<file path="src/inc/nam_pkg.sv">
// Package: NAND host address sequencer constants and types
package nam_pkg;
  // ----------------------------------------------------------------
  // Array geometry
  // ----------------------------------------------------------------
  localparam int COL_W = 12;
  localparam int ROW_W = 17;
  localparam int PIB_W = 6;
  localparam int BLK_W = 11;
  localparam logic [COL_W-1:0] PAGE_BYTES = 12'h880;
  localparam logic [COL_W-1:0] MAIN_BYTES = 12'h800;
  localparam logic [COL_W-1:0] SPARE_BYTES = 12'h080;
  localparam int PAGES_PER_BLOCK = 64;
  localparam int NUM_BLOCKS = 2048;
  localparam int MIN_VALID_BLOCKS = 2008;
  localparam logic [BLK_W-1:0] SAFE_BLOCK = 11'h000;
  localparam int ADDR_CYCLES = 5;
  // ----------------------------------------------------------------
  // Strobe timing (10 MHz, 100 ns period)
  // ----------------------------------------------------------------
  localparam int CLK_PERIOD_NS = 100;
  localparam int T_WP_NS = 12;
  localparam int T_WH_NS = 10;
  localparam int WP_CYC = (T_WP_NS + CLK_PERIOD_NS - 1) / CLK_PERIOD_NS;
  localparam int WH_CYC = (T_WH_NS + CLK_PERIOD_NS - 1) / CLK_PERIOD_NS;
  localparam int STROBE_CYC = (WP_CYC < 1) ? 1 : WP_CYC;
  localparam int HIGH_CYC = (WH_CYC < 1) ? 1 : WH_CYC;
  localparam int CNT_W = 4;
  // ----------------------------------------------------------------
  // Byte kinds and sequencer states
  // ----------------------------------------------------------------
  typedef enum logic [1:0] {
    NAM_KIND_CMD,
    NAM_KIND_ADDR,
    NAM_KIND_DATA
  } nam_kind_t;
  typedef enum logic [1:0] {
    NAM_IDLE,
    NAM_LOW,
    NAM_HIGH
  } nam_state_t;
endpackage : nam_pkg

</file>
<file path="src/design/nam_addr_pack.sv">
// Packs linear column and page indices into five address bytes
`timescale 1ns/1ps
module nam_addr_pack
  import nam_pkg::*;
(
  input wire logic ref_clk,
  input wire logic reset,
  input wire logic load,
  input wire logic [COL_W-1:0] column_index,
  input wire logic [ROW_W-1:0] row_page_index,
  input wire logic [2:0] sel,
  output logic [7:0] byte_out,
  output logic [PIB_W-1:0] page_in_block,
  output logic [BLK_W-1:0] block_index
);
  typedef struct packed {
    logic [COL_W-1:0] col;
    logic [ROW_W-1:0] row;
  } nam_pack_st_t;
  nam_pack_st_t st_r, st_nxt;

  // ----------------------------------------------------------------
  // Byte selection
  // ----------------------------------------------------------------
  function automatic logic [7:0] nam_addr_byte(input logic [COL_W-1:0] c, input logic [ROW_W-1:0] r,
                                               input logic [2:0] i);
    unique case (i)
      3'h0: nam_addr_byte = c[7:0];
      3'h1: nam_addr_byte = {4'h0, c[11:8]};
      3'h2: nam_addr_byte = r[7:0];
      3'h3: nam_addr_byte = r[15:8];
      3'h4: nam_addr_byte = {7'h00, r[16]};
      default: nam_addr_byte = 8'h00;
    endcase
  endfunction : nam_addr_byte

  always_comb begin
    st_nxt = st_r;
    if (load) begin
      st_nxt.col = column_index;
      st_nxt.row = row_page_index;
    end
  end

  always_ff @(posedge ref_clk or posedge reset) begin
    if (reset) begin
      st_r <= '0;
    end else begin
      st_r <= st_nxt;
    end
  end

  assign byte_out = nam_addr_byte(st_r.col, st_r.row, sel);
  assign page_in_block = st_r.row[PIB_W-1:0];
  assign block_index = st_r.row[ROW_W-1:PIB_W];
endmodule : nam_addr_pack

</file>
<file path="src/design/nam_host_seq.sv">
// Host sequencer driving NAND command, address and data bytes
`timescale 1ns/1ps
// Behaviour
// - Address goes out as five bytes
// - One shared eight-bit port for everything
// - Tolerate bad blocks, 2008 minimum valid
// - Expect fewer valid blocks with two-plane
// - Latch levels mark command or address
module nam_host_seq
  import nam_pkg::*;
(
  input wire logic ref_clk,
  input wire logic reset,
  input wire logic req_valid,
  input wire nam_kind_t req_kind,
  input wire logic [7:0] req_byte,
  input wire logic [COL_W-1:0] column_index,
  input wire logic [ROW_W-1:0] row_page_index,
  input wire logic block_bad,
  output logic req_ready,
  output logic req_reject,
  output logic done,
  output logic chip_enable_n,
  output logic cmd_latch,
  output logic addr_latch,
  output logic write_strobe_n,
  output logic [7:0] io_out,
  output logic io_oe,
  output logic [PIB_W-1:0] page_in_block,
  output logic [BLK_W-1:0] block_index,
  output logic spare_area
);
  typedef struct packed {
    nam_state_t state;
    nam_kind_t kind;
    logic [2:0] idx;
    logic [CNT_W-1:0] cnt;
    logic [7:0] data;
    logic ce_n;
    logic cle;
    logic ale;
    logic we_n;
    logic oe;
    logic done;
    logic rej;
    logic spare;
  } nam_seq_st_t;
  nam_seq_st_t st_r, st_nxt;
  logic [7:0] addr_byte;
  logic load;
  // Cycles from the taking edge to the edge that samples done after an address
  localparam int ADDR_DONE_DLY = ADDR_CYCLES * (STROBE_CYC + HIGH_CYC) + 1;

  // ----------------------------------------------------------------
  // Address packing
  // ----------------------------------------------------------------
  nam_addr_pack u_pack (
    .ref_clk(ref_clk),
    .reset(reset),
    .load(load),
    .column_index(column_index),
    .row_page_index(row_page_index),
    .sel(st_r.idx + 3'h1),
    .byte_out(addr_byte),
    .page_in_block(page_in_block),
    .block_index(block_index)
  );

  // Block zero is never refused; other flagged blocks are, since bad blocks occur
  function automatic logic nam_refuse(input logic bad, input logic [ROW_W-1:0] r);
    nam_refuse = bad && (r[ROW_W-1:PIB_W] != SAFE_BLOCK);
  endfunction : nam_refuse

  assign load = (st_r.state == NAM_IDLE) && req_valid && (req_kind == NAM_KIND_ADDR);
  assign req_ready = (st_r.state == NAM_IDLE);

  // ----------------------------------------------------------------
  // Strobe sequencer
  // ----------------------------------------------------------------
  always_comb begin
    st_nxt = st_r;
    st_nxt.done = 1'b0;
    st_nxt.rej = 1'b0;
    unique case (st_r.state)
      NAM_IDLE: begin
        st_nxt.ce_n = 1'b1;
        st_nxt.oe = 1'b0;
        st_nxt.cle = 1'b0;
        st_nxt.ale = 1'b0;
        st_nxt.idx = 3'h0;
        if (req_valid) begin
          if (req_kind == NAM_KIND_ADDR && nam_refuse(block_bad, row_page_index)) begin
            st_nxt.rej = 1'b1;
          end else begin
            st_nxt.kind = req_kind;
            st_nxt.ce_n = 1'b0;
            st_nxt.cle = (req_kind == NAM_KIND_CMD);
            st_nxt.ale = (req_kind == NAM_KIND_ADDR);
            st_nxt.oe = 1'b1;
            st_nxt.we_n = 1'b0;
            st_nxt.cnt = CNT_W'(STROBE_CYC);
            st_nxt.state = NAM_LOW;
            // Columns past the main area but below PAGE_BYTES select the spare region
            st_nxt.spare = (column_index >= MAIN_BYTES) && (column_index < PAGE_BYTES);
            // First address byte comes straight from the inputs; the packer loads on this edge
            st_nxt.data = (req_kind == NAM_KIND_ADDR) ? column_index[7:0] : req_byte;
          end
        end
      end
      NAM_LOW: begin
        st_nxt.cnt = st_r.cnt - CNT_W'(1);
        if (st_r.cnt == CNT_W'(1)) begin
          st_nxt.we_n = 1'b1;
          st_nxt.cnt = CNT_W'(HIGH_CYC);
          st_nxt.state = NAM_HIGH;
        end
      end
      NAM_HIGH: begin
        st_nxt.cnt = st_r.cnt - CNT_W'(1);
        if (st_r.cnt == CNT_W'(1)) begin
          if (st_r.kind == NAM_KIND_ADDR && st_r.idx != 3'(ADDR_CYCLES - 1)) begin
            st_nxt.idx = st_r.idx + 3'h1;
            st_nxt.data = addr_byte;
            st_nxt.we_n = 1'b0;
            st_nxt.cnt = CNT_W'(STROBE_CYC);
            st_nxt.state = NAM_LOW;
          end else begin
            // Device then runs program or erase on its own; no further strobes
            st_nxt.done = 1'b1;
            st_nxt.state = NAM_IDLE;
          end
        end
      end
      default: st_nxt.state = NAM_IDLE;
    endcase
  end

  always_ff @(posedge ref_clk or posedge reset) begin
    if (reset) begin
      st_r <= '{state: NAM_IDLE, kind: NAM_KIND_CMD, idx: 3'h0, cnt: '0, data: 8'h00,
                ce_n: 1'b1, cle: 1'b0, ale: 1'b0, we_n: 1'b1, oe: 1'b0, done: 1'b0,
                rej: 1'b0, spare: 1'b0};
    end else begin
      st_r <= st_nxt;
    end
  end

  assign chip_enable_n = st_r.ce_n;
  assign cmd_latch = st_r.cle;
  assign addr_latch = st_r.ale;
  assign write_strobe_n = st_r.we_n;
  assign io_out = st_r.data;
  assign io_oe = st_r.oe;
  assign done = st_r.done;
  assign req_reject = st_r.rej;
  assign spare_area = st_r.spare;

  // ----------------------------------------------------------------
  // Checks
  // ----------------------------------------------------------------
  property p_latch_excl;
    @(posedge ref_clk) disable iff (reset) !(cmd_latch && addr_latch);
  endproperty
  a_latch_excl: assert property (p_latch_excl) else $error("both latches high");
  property p_strobe_ce;
    @(posedge ref_clk) disable iff (reset) !write_strobe_n |-> !chip_enable_n && io_oe;
  endproperty
  a_strobe_ce: assert property (p_strobe_ce) else $error("strobe without chip enable");
  property p_byte2_hi;
    @(posedge ref_clk) disable iff (reset) (addr_latch && st_r.idx == 3'h1) |-> io_out[7:4] == 4'h0;
  endproperty
  a_byte2_hi: assert property (p_byte2_hi) else $error("byte 2 high bits set");
  property p_byte5_hi;
    @(posedge ref_clk) disable iff (reset) (addr_latch && st_r.idx == 3'h4) |-> io_out[7:1] == 7'h00;
  endproperty
  a_byte5_hi: assert property (p_byte5_hi) else $error("byte 5 high bits set");
  property p_addr_len;
    @(posedge ref_clk) disable iff (reset)
      (req_ready && req_valid && req_kind == NAM_KIND_ADDR && !nam_refuse(block_bad, row_page_index))
      |-> ##ADDR_DONE_DLY (done && $past(st_r.idx) == 3'h4);
  endproperty
  a_addr_len: assert property (p_addr_len) else $error("address not five bytes");
  property p_blk0;
    @(posedge ref_clk) disable iff (reset)
      (req_ready && req_valid && row_page_index[ROW_W-1:PIB_W] == SAFE_BLOCK) |=> !req_reject;
  endproperty
  a_blk0: assert property (p_blk0) else $error("block zero refused");
  property p_split;
    @(posedge ref_clk) disable iff (reset)
      load |=> (page_in_block == $past(row_page_index[PIB_W-1:0]))
               && (block_index == $past(row_page_index[ROW_W-1:PIB_W]));
  endproperty
  a_split: assert property (p_split) else $error("split mismatch");
  property p_cmd_one;
    @(posedge ref_clk) disable iff (reset) $rose(cmd_latch) |-> cmd_latch [*2] ##1 1'b1;
  endproperty
  a_cmd_one: assert property (p_cmd_one) else $error("command strobe too short");
  c_addr: cover property (@(posedge ref_clk) disable iff (reset) addr_latch && st_r.idx == 3'h4);
  c_cmd: cover property (@(posedge ref_clk) disable iff (reset) cmd_latch && !write_strobe_n);
  c_rej: cover property (@(posedge ref_clk) disable iff (reset) req_reject);
endmodule : nam_host_seq

</file>
<file path="config.mk">
export PLATFORM = sky130hd
export DESIGN_NAME = nam_host_seq
export DESIGN_NICKNAME = d
export VERILOG_FILES = /design/src/inc/nam_pkg.sv /design/src/design/nam_addr_pack.sv /design/src/design/nam_host_seq.sv
export SDC_FILE = /design/constraint.sdc
export NUM_CORES = 1
export LEC_CHECK = 0
export BUFFER_PORTS_ARGS = -buffer_cell sky130_fd_sc_hd__buf_2
export CAP_MARGIN = 40
export CORE_ASPECT_RATIO = 0.8
export CORE_UTILIZATION = 48
export DETAILED_ROUTE_END_ITERATION = 8
export MAX_ROUTING_LAYER = met4
export PLACE_DENSITY = 0.75
export SLEW_MARGIN = 20
export SYNTH_ARGS = -nofsm -noshare
export SYNTH_HDL_FRONTEND = slang
export SYNTH_SLANG_ARGS = --single-unit
export TNS_END_PERCENT = 100
</file>
<file path="constraint.sdc">
create_clock -name ref_clk -period 2.15 [get_ports ref_clk]
set_input_delay 0.645 -clock ref_clk [delete_from_list [all_inputs] [get_ports ref_clk]]
set_output_delay 0.645 -clock ref_clk [all_outputs]
set_load 0.05 [all_outputs]
</file>
==> reports/results.ini <==
[die]
dieHeight_um = 74.0
rows = 25
io_pins = 77
dieArea_um2 = 6800
dieWidth_um = 92.0
start_util = 0.512
fp.coreArea_um2 = 6070

[logic_synthesis]
synth_nets = 322
synth.avg_cell_area_um2 = 11.6
synth_seq_area_share = 0.452
synth_top_cell_area_share = 0.435
synth_area_um2 = 3110
synthDistinctLibCells = 51
synth_flop_cell = dfrtp_1
synth_edf_count = 0
synthTopCellsByArea = dfrtp_1, mux2_2, buf_4
ys_ff_latch = 56
synth_top_area_cell = dfrtp_1
yosysWarnings = 0
ys_async_sr_fraction = 1.00
postSynthCellCount = 267

[grt]
grt_pass1_vias = 2334
overflow = 0
track_usage = 0.233
grt_max_degree = 31
antenna_found_initial = 0
grt_pass1_wl_um = 11600

[pwr]
netSwitchingFraction = 0.471
combinationalPowerShare = 0.579
power.net_switching_mw = 2.71
intPower_mw = 3.04
ir_drop_mv = 0.805
p_seq_frac = 0.322
power_leakage_nw = 1.86
p_per_area_nw_per_um2 = 1500
clkPwrFrac = 0.099

[worst_hold_path]
hold_path_class = in -> async

[clocking]
insertion_delay_ns = 0.31
clockBufferDepth = 2
cts.sinks = 56
cts_made_buffers = 5
tritoncts = yes
h-tree-depth = 2
root_buffer = clkbuf_8
clk_pin_slew_ns = 0.10

[timing]
skew_ns = 0.00759
min_period_ns = 2.13
fmax_mhz = 469
rsz0062_at_grt = yes
slew_violations = 0
tightest_slew_ns = 0.703
hold_viol_final = 0
setup_violations = 0
relSlewSlack = 0.532
period_share = 0.992
fin_setup_tns_ns = 0

[layout]
num_antenna_cells = 0
fin_util = 0.629
multi_input_area_um2 = 1500
syn_to_final_growth_pct = 22.8
fillers = 508
regArea_um2 = 1400
fin_nets = 403
drive_gt1_frac = 0.533

[critical_path]
worstSetupPathType = in -> reg
crit_path_cell_trace = buf_6 > or4_4 > o31ai_4 > a21boi_4 > nor2_8 > mux2_4
cp_slowest_cell = or4_4
start_kind = input port
path_max_fanout = 8
crit_path_max_incr_delay_ns = 0.56
cp.buffers_inverters = 1
worstPathRequired_ns = 2.35
path_delay_family = simple AND/OR/NAND/NOR gates
crit_arrival_ns = 2.33
end_kind = register

[detailed_routing]
vias = 2356
firstDrtPassIters = 4
antenna_left = 0
via_per_inst = 5.48
drt-initial-drc-count = 119
wl_per_cell_um = 17.0
routed_wl_um = 7290
drc_errors = 0

[run]
drv_cap = 0

[placement]
hpwl_um = 5610
gp_congestion = 0.881
port-buffer-count = 76

[run_status]
status = finished, final reports clean

power by group through the flow:
stage	Sequential, mW	Combinational, mW	Clock, mW
floorplan	1.91	2.58	0
global placement	1.84	3.15	0
detailed placement	1.87	3.21	0
CTS	1.84	3.24	0.582
global route	1.90	3.52	0.619
finish	1.85	3.33	0.569
placed cells by master (no fill, tap or decap), types with 8 or more instances in the layout:
cell,instances
mux2_2,30
mux2_4,8
nand2_1,11
buf_2,71
mux2i_1,9
o21ai_0,8
dfrtp_1,54
ha_1,11
buf_4,31
inv_1,13
timing repair:
item | 4_1_cts | 5_1_grt
setup buffers | 0 | 1
endpoints found under the setup margin | 9 | 11
hold endpoints to repair | 0 | 0
pin swaps | 4 | 4
hold buffers | 0 | 0
gates resized for setup | 5 | 16
synth_stat cells, types with 3 or more instances:
| cell | count |
|---|---|
| dfrtp_1 | 54 |
| mux2_2 | 30 |
| buf_4 | 26 |
| inv_1 | 14 |
| ha_1 | 12 |
| nand2_1 | 11 |
| mux2i_1 | 9 |
| o21ai_0 | 9 |
| o22ai_1 | 9 |
| mux2_4 | 8 |
| nor2_1 | 8 |
| a21oi_1 | 7 |
| nand3_1 | 5 |
| a222oi_1 | 4 |
| a22o_1 | 4 |
| a31oi_1 | 4 |
| clkbuf_1 | 4 |
| a221oi_1 | 3 |
| buf_2 | 3 |
| nand2b_1 | 3 |
| o31ai_1 | 3 |
worst paths after layout:
| path | startpoint | to | slack (ns) | cells after the start |
|---|---|---|---|---|
| hold reg to reg | st_r[24] | st_r[24] | 0.51 | 1 |
| setup reg to reg | st_r[21] | io_out[5] | 0.08 | 6 |
| hold / removal | reset | spare_area | 0.31 | 2 |
| setup / recovery | row_page_index[15] | io_out[3] | 0.02 | 6 |
| min in group ref_clk | st_r[24] | st_r[24] | 0.51 | 1 |
| max in group asynchronous | reset | u_pack.page_in_block[1] | 1.28 | 3 |
area by class of cell:
type,count,share of cell area
Tap cell,81,0.0266
Clock buffer,5,0.0180
Timing Repair Buffer,109,0.177
Multi-Input combinational cell,162,0.392
Sequential cell,56,0.368
Clock inverter,3,0.00492
Inverter,14,0.0138
cell families after synthesis:
kind of cell	Yosys count	synth area share
adder cells (fa/ha/maj)	12	0.0483
AND/OR/NAND/NOR	43	0.0870
flip-flops	56	0.452
AO/OA/AOI/OAI	58	0.137
buffers and inverters	49	0.0942
XOR/XNOR	2	0.00564
multiplexers	47	0.176
registers in the layout (all words and copies together) (netlist names), 6 cells and up:
signal / cells
u_pack.page_in_block: 6
u_pack.block_index: 11
st_r: 11
io_out: 8
u_pack.st_r: 12
per-layer routing:
metal  vias to the layer above  wire length [µm]  global-route usage  part of all wire
met5                         -                 0                   -                 0
met4                         0                78              0.0677             0.011
met3                         6               335              0.0368             0.046
met2                        84              3390               0.368              0.46
met1                      1157              3490               0.316              0.48
li1                       1109                 -                   -                 -
per-stage QoR:
| step | hold WS (ns) | worst slack, ns | cell area, µm² | instances | total power [mW] |
|---|---|---|---|---|---|
| after floorplan | 0.466 | -0.127 | 3120 | 267 | 4.49 |
| after global placement | 0.466 | -0.277 | 3620 | 421 | 4.99 |
| after detailed placement | 0.487 | -0.335 | 3620 | 421 | 5.08 |
| after CTS | 0.307 | -0.0178 | 3720 | 429 | 5.67 |
| after global routing | 0.315 | -0.0164 | 3820 | 430 | 6.04 |
| final | 0.308 | 0.0174 | 3820 | 430 | 5.74 |
(Power assumes the default switching activity.)
